<file path="config.mk">
export PLATFORM = sky130hd
export DESIGN_NAME = cfs_startup
export DESIGN_NICKNAME = d
export VERILOG_FILES = /design/src/rtl/cfs_pkg.sv /design/src/rtl/cfs_wdt_counter.sv /design/src/rtl/cfs_startup.sv
export VERILOG_INCLUDE_DIRS = /design/src /design/src/rtl
export SDC_FILE = /design/constraint.sdc
export NUM_CORES = 1
export LEC_CHECK = 0
export BUFFER_PORTS_ARGS = -buffer_cell sky130_fd_sc_hd__buf_2
export CAP_MARGIN = 20
export CORE_UTILIZATION = 39
export CTS_CLUSTER_SIZE = 24
export DETAILED_ROUTE_END_ITERATION = 8
export PLACE_DENSITY = 0.59
export SETUP_SLACK_MARGIN = 0.5
export SYNTH_ARGS = -nofsm -noshare
export SYNTH_HDL_FRONTEND = slang
export SYNTH_HIERARCHICAL = 1
export SYNTH_SLANG_ARGS = --single-unit
</file>
<file path="constraint.sdc">
create_clock -name clock_i -period 5.3 [get_ports clock_i]
set_input_delay 0.265 -clock clock_i [delete_from_list [all_inputs] [get_ports clock_i]]
set_output_delay 0.265 -clock clock_i [all_outputs]
set_load 0.01 [all_outputs]
</file>
<file path="src/rtl/cfs_params.svh">
`ifndef CFS_PARAMS_SVH
`define CFS_PARAMS_SVH
// configuration word layout, 14 bits
`define CFS_WORD_W        14
`define CFS_CFG_ADDR      14'h2007
`define CFS_SPACE_LO      14'h2000
`define CFS_SPACE_HI      14'h3FFF
`define CFS_OSC_LSB       0
`define CFS_OSC_W         3
`define CFS_WDT_BIT       3
`define CFS_POWERUP_DELAY_TIMER_BIT      4
`define CFS_MCLR_BIT      7
`define CFS_CP_A_LSB      5
`define CFS_CP_B_LSB      8
`define CFS_CP_C_LSB      10
`define CFS_CP_D_LSB      12
`define CFS_CP_W          2
`define CFS_CP_OFF        2'h3
`define CFS_ERASED_WORD   14'h3FFF
// oscillator select codes
`define CFS_OSC_LP        3'h0
`define CFS_OSC_XT        3'h1
`define CFS_OSC_HS        3'h2
`define CFS_OSC_RSVD      3'h3
`define CFS_OSC_INT_IO    3'h4
`define CFS_OSC_INT_CLK   3'h5
`define CFS_OSC_EXT_IO    3'h6
`define CFS_OSC_EXT_CLK   3'h7
// timing
`define CFS_CLK_NS        8
`define CFS_POWERUP_DELAY_TIMER_MS       72
`define CFS_OST_CYCLES    1024
`define CFS_WDT_W         16
`endif

</file>
<file path="src/rtl/cfs_pkg.sv">
package cfs_pkg;
    typedef enum logic [2:0] {
        CFS_LP  = 3'h0,
        CFS_XT  = 3'h1,
        CFS_HS  = 3'h2,
        CFS_BAD = 3'h3,
        CFS_INT = 3'h4,
        CFS_EXT = 3'h6
    } cfs_osc_type;

    typedef struct packed {
        cfs_osc_type osc_mode;
        logic        clock_output_pin_en;
        logic        wdt_en;
        logic        powerup_delay_timer_en;
        logic        mclr_pin_en;
        logic [1:0]  cp_level;
        logic        cp_valid;
    } cfs_cfg_type;

    typedef enum logic [1:0] {
        CFS_S_LOAD = 2'h0,
        CFS_S_POWERUP_DELAY_TIMER = 2'h1,
        CFS_S_OST  = 2'h3,
        CFS_S_RUN  = 2'h2
    } cfs_state_type;
endpackage

</file>
<file path="src/rtl/cfs_wdt_counter.sv">
`timescale 1ns/10ps
`include "cfs_params.svh"
// watchdog counter, run on its own rc oscillator tick, not the system clock enable
module cfs_wdt_counter #(
    parameter int WIDTH = `CFS_WDT_W
) (
    // clock and reset
    input  wire logic clock_i,
    input  wire logic nrst_i,
    // control
    input  wire logic enable_i,
    input  wire logic rc_tick_i,
    input  wire logic clear_i,
    // status
    output logic      timeout_o
);
    logic [WIDTH-1:0] count_r;
    logic [WIDTH-1:0] count_nxt;
    logic             timeout_nxt;

    assign count_nxt   = (clear_i || !enable_i) ? '0
                       : (rc_tick_i ? count_r + 1'b1 : count_r);
    assign timeout_nxt = enable_i && rc_tick_i && !clear_i && (&count_r);

    always_ff @(posedge clock_i)
    begin
        if (!nrst_i)
        begin
            count_r   <= '0;
            timeout_o <= 1'b0;
        end
        else
        begin
            count_r   <= count_nxt;
            timeout_o <= timeout_nxt;
        end
    end

    a_wdt_off_quiet: assert property (@(posedge clock_i) disable iff (!nrst_i)
        !enable_i |=> !timeout_o)
        else $error("watchdog timed out while disabled");
    a_wdt_needs_tick: assert property (@(posedge clock_i) disable iff (!nrst_i)
        !rc_tick_i |=> !timeout_o)
        else $error("watchdog advanced without rc tick");
endmodule

</file>
<file path="src/rtl/cfs_startup.sv">
`timescale 1ns/10ps
`include "cfs_params.svh"
// How it works
// - programmed bit reads zero, erased reads one
// - configuration word lives at address 2007h
// - config space reachable only in programming mode
// - only the fuse bit and chip reset disable the watchdog
// - watchdog ticks from its own rc oscillator
// - oscillator timer holds reset until crystal stable
// - power-up delay 72 ms, power-up only
// - wake on reset, watchdog, or enabled interrupt
// - decode three-bit oscillator select at bits 2-0
// - rc modes pick clock output or general pin
module cfs_startup
    import cfs_pkg::*;
#(
    parameter int POWERUP_DELAY_TIMER_CYCLES = (`CFS_POWERUP_DELAY_TIMER_MS * 1000000) / `CFS_CLK_NS,
    parameter int OST_CYCLES  = `CFS_OST_CYCLES
) (
    // clock and reset
    input  wire logic                     clock_i,
    input  wire logic                     nrst_i,
    // programmer port
    input  wire logic                     prog_mode_i,
    input  wire logic                     prog_wr_i,
    input  wire logic [`CFS_WORD_W-1:0]   prog_addr_i,
    input  wire logic [`CFS_WORD_W-1:0]   prog_wdata_i,
    output logic [`CFS_WORD_W-1:0]        prog_rdata_o,
    // reset sources and oscillator start-up tick
    input  wire logic                     power_up_i,
    input  wire logic                     master_reset_pin_i,
    input  wire logic                     osc_clock_tick_i,
    // sleep and watchdog
    input  wire logic                     sleep_req_i,
    input  wire logic                     irq_pending_i,
    input  wire logic                     wdt_rc_tick_i,
    input  wire logic                     wdt_clear_i,
    // status
    output cfs_pkg::cfs_cfg_type          cfg_o,
    output logic                          chip_reset_o,
    output logic                          sleeping_o,
    output logic                          wdt_timeout_o,
    output logic                          clock_output_pin_o
);
    import cfs_pkg::*;

    localparam int PW = $clog2(POWERUP_DELAY_TIMER_CYCLES + 1);
    localparam int OW = $clog2(OST_CYCLES + 1);

    logic [`CFS_WORD_W-1:0] word_r;
    logic [`CFS_WORD_W-1:0] word_nxt;
    cfs_cfg_type            cfg_r;
    cfs_cfg_type            cfg_nxt;
    cfs_state_type          state_r;
    cfs_state_type          state_nxt;
    logic [PW-1:0]          powerup_delay_timer_cnt_r;
    logic [OW-1:0]          ost_cnt_r;
    logic                   sleep_r;
    logic                   por_seen_r;
    logic                   wdt_to;
    logic                   hit_cfg;
    logic                   in_space;
    logic                   ext_reset;
    logic                   crystal;
    logic                   cp_agree;
    logic [1:0]             cp_a;
    logic [1:0]             cp_b;
    logic [1:0]             cp_c;
    logic [1:0]             cp_d;
    logic [2:0]             osc_code;

    // oscillator decode, used for cfg only; crystal timer gating compares the raw select code
    function automatic cfs_osc_type decode_osc(input logic [2:0] code);
        case (code)
            `CFS_OSC_LP:      decode_osc = CFS_LP;
            `CFS_OSC_XT:      decode_osc = CFS_XT;
            `CFS_OSC_HS:      decode_osc = CFS_HS;
            `CFS_OSC_INT_IO,
            `CFS_OSC_INT_CLK: decode_osc = CFS_INT;
            `CFS_OSC_EXT_IO,
            `CFS_OSC_EXT_CLK: decode_osc = CFS_EXT;
            default:          decode_osc = CFS_BAD;
        endcase
    endfunction

    // programmer access only in programming mode
    assign in_space  = prog_addr_i >= `CFS_SPACE_LO;
    assign hit_cfg   = prog_mode_i && in_space && (prog_addr_i == `CFS_CFG_ADDR);
    // programming only clears bits; erased cells stay one
    assign word_nxt  = (hit_cfg && prog_wr_i) ? (word_r & prog_wdata_i) : word_r;

    assign osc_code  = word_r[`CFS_OSC_LSB +: `CFS_OSC_W];
    assign crystal   = (osc_code == `CFS_OSC_LP) || (osc_code == `CFS_OSC_XT)
                    || (osc_code == `CFS_OSC_HS);
    assign cp_a      = word_r[`CFS_CP_A_LSB +: `CFS_CP_W];
    assign cp_b      = word_r[`CFS_CP_B_LSB +: `CFS_CP_W];
    assign cp_c      = word_r[`CFS_CP_C_LSB +: `CFS_CP_W];
    assign cp_d      = word_r[`CFS_CP_D_LSB +: `CFS_CP_W];
    assign cp_agree  = (cp_a == cp_b) && (cp_a == cp_c) && (cp_a == cp_d);

    always_comb
    begin
        cfg_nxt             = cfg_r;
        cfg_nxt.osc_mode    = decode_osc(osc_code);
        cfg_nxt.clock_output_pin_en   = osc_code[2] && osc_code[0];
        cfg_nxt.wdt_en      = word_r[`CFS_WDT_BIT];
        cfg_nxt.powerup_delay_timer_en     = !word_r[`CFS_POWERUP_DELAY_TIMER_BIT];
        cfg_nxt.mclr_pin_en = word_r[`CFS_MCLR_BIT];
        cfg_nxt.cp_level    = cp_a;
        // erased pairs mean no protection at all
        cfg_nxt.cp_valid    = cp_agree && (cp_a != `CFS_CP_OFF);
    end

    // master reset pin only counts when its fuse enables it
    assign ext_reset = master_reset_pin_i && cfg_r.mclr_pin_en;

    always_comb
    begin
        state_nxt = state_r;
        unique case (state_r)
            CFS_S_LOAD: state_nxt = (cfg_nxt.powerup_delay_timer_en && !por_seen_r) ? CFS_S_POWERUP_DELAY_TIMER
                                  : (crystal ? CFS_S_OST : CFS_S_RUN);
            CFS_S_POWERUP_DELAY_TIMER: if (powerup_delay_timer_cnt_r == PW'(POWERUP_DELAY_TIMER_CYCLES - 1))
                            state_nxt = crystal ? CFS_S_OST : CFS_S_RUN;
            // the count only completes on a real oscillator edge
            CFS_S_OST:  if (osc_clock_tick_i && ost_cnt_r == OW'(OST_CYCLES - 1))
                            state_nxt = CFS_S_RUN;
            CFS_S_RUN:  ;
        endcase
        if (power_up_i || ext_reset || prog_mode_i)
            state_nxt = CFS_S_LOAD;
    end

    always_ff @(posedge clock_i)
    begin
        if (!nrst_i)
        begin
            word_r     <= `CFS_ERASED_WORD;
            cfg_r      <= '0;
            state_r    <= CFS_S_LOAD;
            por_seen_r <= 1'b0;
        end
        else
        begin
            word_r  <= word_nxt;
            state_r <= state_nxt;
            // fields only follow the word while in the load state
            if (state_r == CFS_S_LOAD)
                cfg_r <= cfg_nxt;
            // power-up delay is consumed once per power cycle
            if (power_up_i)
                por_seen_r <= 1'b0;
            else if (state_r == CFS_S_RUN)
                por_seen_r <= 1'b1;
        end
    end

    always_ff @(posedge clock_i)
    begin
        if (!nrst_i || state_r != CFS_S_POWERUP_DELAY_TIMER)
            powerup_delay_timer_cnt_r <= '0;
        else
            powerup_delay_timer_cnt_r <= powerup_delay_timer_cnt_r + 1'b1;
        if (!nrst_i || state_r != CFS_S_OST)
            ost_cnt_r <= '0;
        else if (osc_clock_tick_i)
            ost_cnt_r <= ost_cnt_r + 1'b1;
    end

    always_ff @(posedge clock_i)
    begin
        if (!nrst_i)
            sleep_r <= 1'b0;
        else if (ext_reset || wdt_to || irq_pending_i || state_r != CFS_S_RUN)
            sleep_r <= 1'b0;
        else if (sleep_req_i)
            sleep_r <= 1'b1;
    end

    cfs_wdt_counter u_wdt (
        .clock_i   (clock_i),
        .nrst_i    (nrst_i),
        .enable_i  (cfg_r.wdt_en && state_r == CFS_S_RUN),
        .rc_tick_i (wdt_rc_tick_i),
        .clear_i   (wdt_clear_i),
        .timeout_o (wdt_to)
    );

    always_ff @(posedge clock_i)
    begin
        if (!nrst_i)
            prog_rdata_o <= '0;
        else
            prog_rdata_o <= hit_cfg ? word_r : '0;
    end

    assign cfg_o              = cfg_r;
    assign chip_reset_o       = (state_r != CFS_S_RUN);
    assign sleeping_o         = sleep_r;
    assign wdt_timeout_o      = wdt_to;
    assign clock_output_pin_o = cfg_r.clock_output_pin_en && !chip_reset_o;

    a_prog_gate: assert property (@(posedge clock_i) disable iff (!nrst_i)
        !prog_mode_i |=> $stable(word_r))
        else $error("config word changed outside programming mode");
    a_erase_only_clear: assert property (@(posedge clock_i) disable iff (!nrst_i)
        1'b1 |=> ((word_r & ~$past(word_r)) == '0))
        else $error("config bit went from programmed to erased");
    a_cfg_frozen_run: assert property (@(posedge clock_i) disable iff (!nrst_i)
        (state_r == CFS_S_RUN) && $past(state_r == CFS_S_RUN) |-> $stable(cfg_r))
        else $error("config fields changed in run");
    a_ost_hold: assert property (@(posedge clock_i) disable iff (!nrst_i)
        (state_r == CFS_S_OST) && !osc_clock_tick_i && !power_up_i && !ext_reset
        && !prog_mode_i |=> state_r == CFS_S_OST)
        else $error("left oscillator wait without tick");
    a_powerup_delay_timer_skip_off: assert property (@(posedge clock_i) disable iff (!nrst_i)
        (state_r == CFS_S_LOAD) && !cfg_nxt.powerup_delay_timer_en |=> state_r != CFS_S_POWERUP_DELAY_TIMER)
        else $error("power-up delay ran while disabled");
    a_wake_irq: assert property (@(posedge clock_i) disable iff (!nrst_i)
        sleep_r && irq_pending_i |=> !sleep_r)
        else $error("interrupt did not wake from sleep");
    a_cp_disagree: assert property (@(posedge clock_i) disable iff (!nrst_i)
        !cp_agree && state_r == CFS_S_LOAD |=> !cfg_r.cp_valid)
        else $error("protection active with mismatched pairs");
    a_clock_output_pin_mode: assert property (@(posedge clock_i) disable iff (!nrst_i)
        clock_output_pin_o |-> (cfg_r.osc_mode == CFS_INT || cfg_r.osc_mode == CFS_EXT))
        else $error("clock output in crystal mode");
endmodule

</file>
==> metrics, run 1 <==
P_leak=about 1.7 nW; synthesis-to-layout area growth=16.0%; total clock sinks=94; Routed Antenna Nets=0; Comb pwr share=about 3.3%; Net Sw Power=around 0.30 mW; YS warnings=6; io pins=67; initial antenna violation count=0; setup TNS=0 ns; Sw Share=approximately a quarter; worst hold endpoint=sleeping_o$_SDFFE_PP0P_; Core Util, Final=46.5%; TritonCTS clock tree=yes; Max IR drop VDD=0.000165 V; largest net degree at the start of global routing=33; Synth cell types=46; layout cells sized above 1=a little under a fifth; die footprint=about 0.010 mm2; post-cts sizing count=0; Worst R2R Start=state_r[1]$_SDFFE_PP0P_; final hold vios=0; Post-CTS Setup Bufs=0; CORE AREA=~0.0097 mm2; DR vias=3180; Seq pwr share=59.0%; number of DRC markers in iteration 0=around 130; DRC violations left=0; Routed WL per cell=around 13 um; syn_nets=around 470; vias in the first global route=~2900; r2r endpoint=u_wdt/count_r[9]$_SDFFE_PP0P_; Yosys top cell area share=about half; FF+latch count, synth=94; CTS max path bufs=2; final wirelength=about 8200 um; cell depth of the worst flop-to-flop path=6; register area share after synthesis=approximately half; Internal=approximately 0.91 mW; Slew Limit Fails=0; worst-margin pin slew=approximately 0.84 ns; die extent in y=between 100 and 150 um; Period Utilization, post-route=37.6%; status=completed; Netlist Area Pre-Place=0.00390 mm2; Post-synth ARST share=0%; Clk pwr share=a little under two fifths; max_cap viols=0; min Tclk post-route=about 2.0 ns; Pre-antenna DRT Iters=4; clk_skew=0.0126 ns; Post-synth top cells=94 x dfxtp_1, 57 x nand2_1, 38 x nor2_1, 23 x o21ai_0, 19 x and2_1; synth top area cells=dfxtp_1 48%, nand2_1 5.5%, nor2_1 3.7%; worst skew pair latency=0.37 ns; Rel. slew slack=around 44%; CP max FO=11; Mapped Cells=429; first-pass GRT wire length=13800 um; RSZ-0062 raised after global routing=false; crit path launch type=register; global route overflow=0; CTS Buf Count=9; Root Buffer=clkbuf_8; WHS Path Cells=2; final setup violating endpoints=0; CTS Hold Buffers Added=0; Crit. End Element=register; Critical Path AT=about 2.2 ns; count leader, synth=dfxtp_1; WS Path Type=register to register; CP Data Required Time=5.55 ns; Avg Vias per Cell=just over 5; row count=36; Final HPWL DP=just under 6000 um; main flop type after synthesis=dfxtp_1; GRT Total Usage=about 17%; syn avg cell area=between 9 and 10 um2; EDFF count, synth=0; GPL Wtd Cong=around 0.8; Port Buf Inserts=between 60 and 70; Reg clk slew, reported paths=~0.10 ns; area leader, netlist=dfxtp_1; P per Cell Area=approximately 270 mW/mm2; H-Tree Level Count=3; Final Net Count=532; Initial Util=40.1%; Die W=102 um; flop-to-flop setup slack=roughly 3.3 ns; Max Fclk=between 0.5 and 0.6 GHz; worst min-delay path class=primary input to register; diode count=0; HP Start=irq_pending_i; critical path startpoint=state_r[1]$_SDFFE_PP0P_
==> state kept, by name, summed over array words and instances, names as in the netlist <==
register                   count
ost_cnt_r                     11
u_wdt/timeout_o                1
state_r                        2
u_wdt/count_r                 16
prog_rdata_o                  14
sleeping_o                     1
por_seen_r                     1
word_r                        14
cfg_o                         10
powerup_delay_timer_cnt_r     24
==> metrics by stage <==
| stage | hold slack [ns] | instance area, um2 | instances | setup WS, ns | power [mW] |
|---|---|---|---|---|---|
| global placement | 0.409 | 4340 | 612 | 3.22 | 0.769 |
| floorplan | 0.344 | 3900 | 429 | 3.64 | 0.746 |
| global route | 0.0328 | 4530 | 628 | 3.16 | 1.26 |
| detailed placement | 0.415 | 4340 | 612 | 3.22 | 0.770 |
| finish | 0.0580 | 4530 | 628 | 3.31 | 1.21 |
| CTS | 0.0417 | 4530 | 628 | 3.30 | 1.23 |
==> worst max-delay path by stage <==
stage                                                to  slack [ns]  cells past startpoint
2_1_floorplan  powerup_delay_timer_cnt_r[22]$_SDFF_PP0_        3.64                      5
3_3_place_gp   powerup_delay_timer_cnt_r[22]$_SDFF_PP0_        3.22                      4
3_5_place_dp   powerup_delay_timer_cnt_r[22]$_SDFF_PP0_        3.22                      4
4_1_cts                   u_wdt/count_r[9]$_SDFFE_PP0P_        3.30                      6
5_1_grt                  u_wdt/count_r[11]$_SDFFE_PP0P_        3.16                      6
6_report                  u_wdt/count_r[9]$_SDFFE_PP0P_        3.31                      6
==> worst max-delay path, cell delays in order (launching register included) <==
cell and delay [ns]:
dfxtp_1 0.41, inv_1 0.11, nor2_1 0.42, and2_1 0.23
and3b_1 0.38, nand2b_1 0.09, o41ai_1 0.25
==> logic make-up after synthesis <==
logic type	after synthesis	synth area share, %
compound gates	67	10.7
xor+xnor	24	5.38
fa+ha+maj	3	0.962
buf+inv	19	1.92
flops	94	48.2
mux	7	1.79
simple gates	215	31.0
==> power by group through the flow <==
stage	clock (mW)	sequential [mW]	combinational, mW
after global routing	0.506	0.714	0.0444
after global placement	0	0.730	0.0398
after detailed placement	0	0.730	0.0399
final	0.455	0.713	0.0396
after CTS	0.474	0.713	0.0401
after floorplan	0	0.731	0.0151
==> routing by layer <==
layer	up-vias	track usage, %	wire [um]
met3	10	4.58	216
met5	-	0	0
met1	1455	22.4	3990
li1	1660	-	-
met2	55	26.4	3830
met4	0	5.93	140
==> layout by cell type, fill, tap and decap left out, drive strengths merged, types with 2 or more instances in the layout <==
| master | count |
|---|---|
| a31o | 2 |
| dfxtp | 94 |
| nor3 | 8 |
| or2 | 2 |
| a21boi | 8 |
| clkbuf | 9 |
| o41ai | 2 |
| nand4 | 22 |
| nand2 | 57 |
| nor4b | 5 |
| inv | 6 |
| o21a | 2 |
| a21oi | 15 |
| and2 | 19 |
| and3b | 2 |
| ha | 3 |
| clkinvlp | 2 |
| nand3 | 17 |
| nor2 | 38 |
| nand2b | 8 |
| xor2 | 14 |
| buf | 66 |
| or3 | 7 |
| nand3b | 2 |
| and4 | 7 |
| or4 | 7 |
| a31oi | 2 |
| xnor2 | 10 |
| nor4bb | 2 |
| clkinv | 2 |
| nor4 | 9 |
| o311ai | 3 |
| o31ai | 6 |
| o21ai | 23 |
| mux2i | 7 |
==> final cells by class <==
class	count	area, um2
Sequential cell	94	1880
Tap cell	133	166
Inverter	3	11.3
Timing Repair Buffer	66	330
Fill cell	985	5200
Clock inverter	7	66.3
Clock buffer	9	124
Multi-Input combinational cell	316	1950
Power figures use the tool's default switching activity.
==> inputs of run 2 (changes only) <==
--- a/config.mk
+++ b/config.mk
@@ -6,12 +6,13 @@
 export SDC_FILE = /design/constraint.sdc
 export NUM_CORES = 1
 export LEC_CHECK = 0
+export ABC_AREA = 1
 export BUFFER_PORTS_ARGS = -buffer_cell sky130_fd_sc_hd__buf_2
 export CAP_MARGIN = 20
 export CORE_UTILIZATION = 39
 export CTS_CLUSTER_SIZE = 24
 export DETAILED_ROUTE_END_ITERATION = 8
-export PLACE_DENSITY = 0.59
+export PLACE_DENSITY = 0.61
 export SETUP_SLACK_MARGIN = 0.5
 export SYNTH_ARGS = -nofsm -noshare
 export SYNTH_HDL_FRONTEND = slang
==> constraint.sdc (replaced) <==
create_clock -name clock_i -period 1.6 [get_ports clock_i]
set_input_delay 0.08 -clock clock_i [delete_from_list [all_inputs] [get_ports clock_i]]
set_output_delay 0.08 -clock clock_i [all_outputs]
set_load 0.01 [all_outputs]
==> metrics, run 2 <==
cell-by-cell trace of the critical path=ha_4 -> nand2_2 -> inv_2 -> nand2_4 -> nor2_4 -> nand3_2 -> nand2_2 -> nand2_1 -> o21ai_1 -> inv_1 (was inv_1 -> nor2_1 -> and2_1 -> and3b_1 -> nand2b_1 -> o41ai_1); Post-synth ARST share=0% (unchanged); most frequent cells in the layout=87 x nand2_1, 71 x nor2_1, 66 x buf_2 (was 94 x dfxtp_1, 66 x buf_2, 57 x nand2_1); P per Cell Area=709 mW/mm2 (was 267 mW/mm2); final setup violating endpoints=0 (unchanged); DR vias=3983 (was 3180); global route overflow=0 (unchanged); count leader, synth=nand2_1 (was dfxtp_1); Max Fclk=0.749 GHz (was 0.502 GHz); most frequent CP cell=nand2_2; total clock sinks=94 (unchanged); YS warnings=6 (unchanged); final instance area=0.00574 mm2 (was 0.00453 mm2); io pins=67 (unchanged); Rel. slew slack=76.0% (was 44.0%); worst hold endpoint=ost_cnt_r[1]$_SDFFE_PP0P_ (was sleeping_o$_SDFFE_PP0P_); Period Utilization, post-route=83.5% (was 37.6%); row count=36 (unchanged); Slew Limit Fails=0 (unchanged); Initial Util=40.7% (was 40.1%); P_leak=2.41 nW (was 1.70 nW); initial antenna violation count=0 (unchanged); DRC violations left=0 (unchanged); CP max FO=5 (was 11); die footprint=0.0108 mm2 (was 0.0104 mm2); Fill cells=896 (was 985); Pre-antenna DRT Iters=4 (unchanged); Critical Path Slowest Stage Cell=dfxtp_2 (was nor2_1); Max IR drop VDD=0.000391 V (was 0.000165 V); crit path launch type=register (unchanged); layout cells sized above 1=40.0% (was 18.8%); Routed Antenna Nets=0 (unchanged); setup TNS=0 ns (unchanged); vias in the first global route=3849 (was 2910); cell depth of the worst flop-to-flop path=10 (was 6); Mapped Cells=558 (was 429); first-pass GRT wire length=16700 um (was 13800 um); RSZ-0062 raised after global routing=true (was false); r2r endpoint=state_r[0]$_SDFFE_PP0P_ (was u_wdt/count_r[9]$_SDFFE_PP0P_); Crit path max-delay family=simple AND/OR/NAND/NOR gates (unchanged); CP Data Required Time=1.84 ns (was 5.55 ns); Netlist Area Pre-Place=0.00404 mm2 (was 0.00390 mm2); GPL Wtd Cong=0.788 (was 0.784); register area share after synthesis=46.6% (was 48.2%); Yosys top cell area share=46.6% (was 48.2%); Critical Path AT=1.58 ns (was 2.24 ns); main flop type after synthesis=dfxtp_1 (unchanged); H-Tree Level Count=3 (unchanged); TritonCTS clock tree=yes (unchanged); die extent in y=104 um (was 102 um); synthesis-to-layout area growth=42.2% (was 16.0%); WS Path Type=register to register (unchanged); clk_skew=0.0193 ns (was 0.0126 ns); area of the multi-input gates=0.00220 mm2 (was 0.00195 mm2); largest net degree at the start of global routing=21 (was 33); Root Buffer=clkbuf_8 (unchanged); WHS Path Cells=3 (was 2); Avg Vias per Cell=4.77 (was 5.06); GRT Total Usage=19.0% (was 16.9%); Synth cell types=34 (was 46); worst-margin pin slew=0.359 ns (was 0.838 ns); synth top area cells=dfxtp_1 47%, nand2_1 10%, nor2_1 8.4% (was dfxtp_1 48%, nand2_1 5.5%, nor2_1 3.7%); Port Buf Inserts=66 (unchanged); most common cell after layout, fill and taps aside=nand2_1 (was dfxtp_1); CORE AREA=0.00991 mm2 (was 0.00973 mm2); syn avg cell area=7.23 um2 (was 9.10 um2); Final HPWL DP=6720 um (was 5910 um); FF+latch count, synth=94 (unchanged); status=completed (unchanged); CTS max path bufs=2 (unchanged); diode count=0 (unchanged); flop-to-flop setup slack=0.26 ns (was 3.31 ns); WP buf/inv=2 (was 1); Routed WL per cell=12.2 um (was 13.0 um); Largest regs=powerup_delay_timer_cnt_r (24), u_wdt/count_r (16) (unchanged); Critical Path Max Stage Delay=0.37 ns (was 0.42 ns); Reg clk slew, reported paths=0.10 ns (about the same); HP Start=osc_clock_tick_i (was irq_pending_i); final wirelength=10100 um (was 8170 um); worst skew pair latency=0.36 ns (was 0.37 ns); max_cap viols=0 (unchanged); syn_nets=600 (was 471); FF+latch area=0.00194 mm2 (was 0.00188 mm2); Post-synth top cells=109 x nand2_1, 94 x dfxtp_1, 90 x nor2_1, 70 x inv_1, 41 x a21oi_1 (was 94 x dfxtp_1, 57 x nand2_1, 38 x nor2_1, 23 x o21ai_0, 19 x and2_1); worst min-delay path class=primary input to register (unchanged); Final Net Count=739 (was 532); min Tclk post-route=1.34 ns (was 1.99 ns); Largest register FFs=24 (unchanged); final hold vios=0 (unchanged); EDFF count, synth=0 (unchanged); Post-DP Area=0.00463 mm2 (was 0.00434 mm2); Crit. End Element=register (unchanged); area leader, netlist=dfxtp_1 (unchanged); CTS Buf Count=9 (unchanged); Die W=104 um (was 102 um); number of DRC markers in iteration 0=107 (was 128); Worst R2R Start=powerup_delay_timer_cnt_r[0]$_SDFF_PP0_ (was state_r[1]$_SDFFE_PP0P_); largest register by flop count=powerup_delay_timer_cnt_r (unchanged)
run 2: changes by cell type after synthesis, moves of 9 or more:
cell / before / now
o21ai_0: 23 / 32
xor2_1: 14 / 3
and2_1: 19 / 0
nand2_1: 57 / 109
a21oi_1: 15 / 41
nor2_1: 38 / 90
nand2_2: 0 / 10
nand3_1: 16 / 32
inv_1: 3 / 70
run 2: per-layer routing:
layer  up-vias  global-route usage (%)  share of wire (%)
met4         0                    7.96                1.7
met1      1841                    22.5                 45
met5         -                       0                  0
li1       2055                       -                  -
met2        73                    32.8                 49
met3        14                    4.41                3.6
run 2: final cells by class:
cell class	count	share of cell area [%]
clock buffers	9	2.16
clock inverters	7	1.11
inverters	75	5.08
multi-input cells	381	38.3
flip-flops and latches	94	33.8
well taps	133	2.90
repair buffers	136	16.6
run 2: worst max path at each step:
| stage | start | to | slack (ns) | cells past startpoint |
|---|---|---|---|---|
| floorplan | state_r[1]$_SDFFE_PP0P_ | u_wdt/timeout_o$_SDFF_PN0_ | 0.36 | 9 |
| global placement | state_r[1]$_SDFFE_PP0P_ | u_wdt/count_r[4]$_SDFFE_PP0P_ | 0.16 | 9 |
| detailed placement | state_r[1]$_SDFFE_PP0P_ | u_wdt/count_r[4]$_SDFFE_PP0P_ | 0.09 | 9 |
| CTS | ost_cnt_r[0]$_SDFFE_PP0P_ | state_r[0]$_SDFFE_PP0P_ | 0.25 | 8 |
| global route | ost_cnt_r[0]$_SDFFE_PP0P_ | state_r[0]$_SDFFE_PP0P_ | 0.17 | 8 |
| finish | powerup_delay_timer_cnt_r[0]$_SDFF_PP0_ | state_r[0]$_SDFFE_PP0P_ | 0.26 | 10 |
run 2: metrics by stage:
| stage | hold WS (ns) | setup WS, ns | std cells | util, % | total power, mW |
|---|---|---|---|---|---|
| 3_3_place_gp | 0.245 | 0.161 | 756 | 46.8 | 2.55 |
| 3_5_place_dp | 0.246 | 0.0920 | 756 | 46.8 | 2.55 |
| 4_1_cts | 0.00772 | 0.252 | 821 | 54.7 | 4.12 |
| 5_1_grt | 0.0149 | 0.173 | 835 | 57.9 | 4.25 |
| 6_report | 0.0311 | 0.264 | 835 | 57.9 | 4.07 |
| 2_1_floorplan | 0.157 | 0.358 | 558 | - | 2.47 |
run 2: tightest hold or removal path: stages:
cell,delay (ns)
buf_2,0.15
nand2_1,0.07
a21oi_1,0.05
run 2: what timing repair did:
item,in CTS,in global routing
gates resized for setup,71,64
setup endpoints to repair,53,67
pin swaps,45,29
hold endpoints to repair,16,0
gates cloned,1,1
hold buffers,16,0
setup buffers,32,13
run 2: cells by family (layout without fill, tap and decap cells):
family	count (synthesis)	count (layout)	synth area share, %
flops	94	94	46.6
xor+xnor	8	8	1.74
simple gates	285	285	31.8
compound gates	85	85	11.1
buf+inv	83	227	7.81
fa+ha+maj	3	3	0.930
run 2: power by group:
part | internal, mW | switching, mW
Sequential | 2.34 | 0.00906
Clock | 0.604 | 0.921
Combinational | 0.108 | 0.0911
==> inputs of run 3 (changes only) <==
--- a/config.mk
+++ b/config.mk
@@ -12,7 +12,7 @@
 export CORE_UTILIZATION = 39
 export CTS_CLUSTER_SIZE = 24
 export DETAILED_ROUTE_END_ITERATION = 8
-export PLACE_DENSITY = 0.61
+export PLACE_DENSITY = 0.59
 export SETUP_SLACK_MARGIN = 0.5
 export SYNTH_ARGS = -nofsm -noshare
 export SYNTH_HDL_FRONTEND = slang
==> constraint.sdc (replaced) <==
create_clock -name clock_i -period 1.4 [get_ports clock_i]
set_input_delay 0.07 -clock clock_i [delete_from_list [all_inputs] [get_ports clock_i]]
set_output_delay 0.07 -clock clock_i [all_outputs]
set_load 0.01 [all_outputs]
==> metrics, run 3 (same netlist as run 2, synthesis figures left out) <==
status=finished, violations left (was completed); failing checks=hold timing; min Tclk post-route=1.34 ns (about the same); P per Cell Area=780 mW/mm2 (was 709 mW/mm2); area of the multi-input gates=0.00227 mm2 (was 0.00220 mm2); max_cap viols=0 (unchanged); Root Buffer=clkbuf_8 (unchanged); vias in the first global route=3987 (was 3849); largest register by flop count=powerup_delay_timer_cnt_r (unchanged); worst hold margin=-0.0217 ns (was 0.0311 ns); Crit. End Element=register (unchanged); total clock sinks=94 (unchanged); WP buf/inv=7 (was 2); Period Utilization, post-route=96.1% (was 83.5%); Final HPWL DP=7000 um (was 6720 um); CP endpoint=state_r[0]$_SDFFE_PP0P_ (unchanged); worst skew pair latency=0.37 ns (was 0.36 ns); Critical Path AT=1.65 ns (was 1.58 ns); Routed Antenna Nets=0 (unchanged); Pre-antenna DRT Iters=4 (unchanged); crit path launch type=register (unchanged); GRT Total Usage=20.0% (was 19.0%); final hold vios=1 (was 0); CORE AREA=0.00991 mm2 (unchanged); Avg Vias per Cell=4.79 (was 4.77); CTS Buf Count=9 (unchanged); Crit path max-delay family=buffers and inverters (was simple AND/OR/NAND/NOR gates); Largest register FFs=24 (unchanged); r2r endpoint=state_r[0]$_SDFFE_PP0P_ (unchanged); Max IR drop VDD=0.000581 V (was 0.000391 V); CTS max path bufs=2 (unchanged); largest net degree at the start of global routing=20 (was 21); cell depth of the worst flop-to-flop path=10 (unchanged); initial antenna violation count=0 (unchanged); Routed WL per cell=12.8 um (was 12.2 um); Core Util, Final=62.4% (was 57.9%); FF+latch area=0.00198 mm2 (was 0.00194 mm2); die extent in y=104 um (unchanged); most common cell after layout, fill and taps aside=nand2_1 (unchanged); Reg clk slew, reported paths=0.09 ns (was 0.10 ns); worst min-delay path class=primary input to register (unchanged); Worst R2R Start=state_r[1]$_SDFFE_PP0P_ (was powerup_delay_timer_cnt_r[0]$_SDFF_PP0_); most frequent cells in the layout=81 x nand2_1, 74 x nor2_1, 54 x inv_1 (was 87 x nand2_1, 71 x nor2_1, 66 x buf_2); P_leak=2.61 nW (was 2.41 nW); layout cells sized above 1=44.8% (was 40.0%); RSZ-0062 raised after global routing=true (unchanged); Max Fclk=0.744 GHz (was 0.749 GHz); Final Net Count=753 (was 739); final setup violating endpoints=0 (unchanged); synthesis-to-layout area growth=53.2% (was 42.2%); H-Tree Level Count=3 (unchanged); clk_skew=0.00857 ns (was 0.0193 ns); Initial Util=40.7% (unchanged); Largest regs=powerup_delay_timer_cnt_r (24), u_wdt/count_r (16) (unchanged); diode count=0 (unchanged); cell-by-cell trace of the critical path=inv_2 -> nor2_4 -> buf_4 -> buf_4 -> buf_4 -> buf_4 -> buf_4 -> a21oi_4 -> o21ai_2 -> inv_1 (was ha_4 -> nand2_2 -> inv_2 -> nand2_4 -> nor2_4 -> nand3_2 -> nand2_2 -> nand2_1 -> o21ai_1 -> inv_1); TritonCTS clock tree=yes (unchanged); first-pass GRT wire length=17500 um (was 16700 um); Crit path depth=10 (unchanged); Die W=104 um (unchanged); DRC violations left=0 (unchanged); Critical Path Slowest Stage Cell=dfxtp_2 (unchanged); row count=36 (unchanged); final wirelength=10900 um (was 10100 um); die footprint=0.0108 mm2 (unchanged); DR vias=4068 (was 3983); CP max FO=2 (was 5); number of DRC markers in iteration 0=89 (was 107); global route overflow=0 (unchanged); worst-margin pin slew=0.359 ns (about the same); critical path startpoint=state_r[1]$_SDFFE_PP0P_ (was powerup_delay_timer_cnt_r[0]$_SDFF_PP0_); GPL Wtd Cong=0.813 (was 0.788); CP Data Required Time=1.71 ns (was 1.84 ns); Fill cells=881 (was 896); flop-to-flop setup slack=0.06 ns (was 0.26 ns); Port Buf Inserts=66 (unchanged); most frequent CP cell=buf_4 (was nand2_2); WS Path Type=register to register (unchanged); io pins=67 (unchanged); Critical Path Max Stage Delay=0.33 ns (was 0.37 ns); Slew Limit Fails=0 (unchanged); setup ws final=0.0551 ns (was 0.264 ns); Rel. slew slack=76.0% (about the same); post-place setup slack=0.0548 ns (was 0.0920 ns)
==> run 3: changes by cell type in the layout (fill, tap and decap cells not counted), moves of 5 or more <==
| cell | delta |
|---|---|
| nand2_1 | -6 |
| buf_2 | -22 |
| o21ai_1 | +8 |
| dfxtp_4 | +8 |
| buf_6 | +33 |
| dfxtp_1 | -17 |
| nor2_2 | -5 |
| dfxtp_2 | +9 |
| nand2_4 | +6 |
| o21ai_0 | -8 |
==> run 3: stage by stage <==
step,power [mW],setup TNS [ns],instance area [um2],std cells
after floorplan,2.82,0,4210,558
after CTS,4.86,0,5770,832
after global routing,5.01,-0.167,6180,849
after global placement,2.92,0,4740,760
final,4.82,0,6180,849
after detailed placement,2.92,0,4740,760
==> run 3: repair_timing <==
item | 4_1_cts | 5_1_grt
endpoints found under the setup margin | 83 | 93
setup buffers | 37 | 17
resized for setup | 110 | 72
hold endpoints to repair | 17 | 0
gates cloned | 3 | 0
pin swaps | 40 | 37
hold buffers | 16 | 0
==> run 3: power breakdown <==
group	switching, mW	internal, mW	total, mW	leakage (nW)
Combinational	0.109	0.150	0.259	1.73
Clock	1.00	0.887	1.89	0.100
Sequential	0.0128	2.66	2.67	0.786
==> run 3: layout make-up <==
cell class              count  share of cell area, %
clock buffers              10                   2.23
clock inverters             6                   1.13
inverters                  75                   4.80
flip-flops and latches     94                   32.0
well taps                 133                   2.69
multi-input cells         381                   36.8
repair inverters            1                  0.121
repair buffers            149                   20.2
==> run 3: worst min path at each step <==
stage,start,end,slack [ns],depth (start not counted)
6_report,power_up_i,por_seen_r$_SDFFE_PP0N_,-0.02,4
5_1_grt,power_up_i,por_seen_r$_SDFFE_PP0N_,0.02,4
4_1_cts,power_up_i,por_seen_r$_SDFFE_PP0N_,-0.04,4
3_5_place_dp,irq_pending_i,sleeping_o$_SDFFE_PP0P_,0.26,2
3_3_place_gp,irq_pending_i,sleeping_o$_SDFFE_PP0P_,0.27,2
2_1_floorplan,irq_pending_i,sleeping_o$_SDFFE_PP0P_,0.15,1
==> run 3: routing by layer <==
metal / vias to the layer above / GRT usage [%] / routed length (um)
li1: 2086 / - / -
met1: 1898 / 22.8 / 4610
met2: 68 / 35.8 / 5700
met3: 16 / 3.21 / 328
met4: 0 / 10.4 / 227
met5: - / 0 / 0
==> run 3: tightest hold or removal path, delay by kind of cell <==
kind / cells / cell delay (ns)
compound gates: 1 / 0.04
buf+inv: 2 / 0.16
simple gates: 1 / 0.04
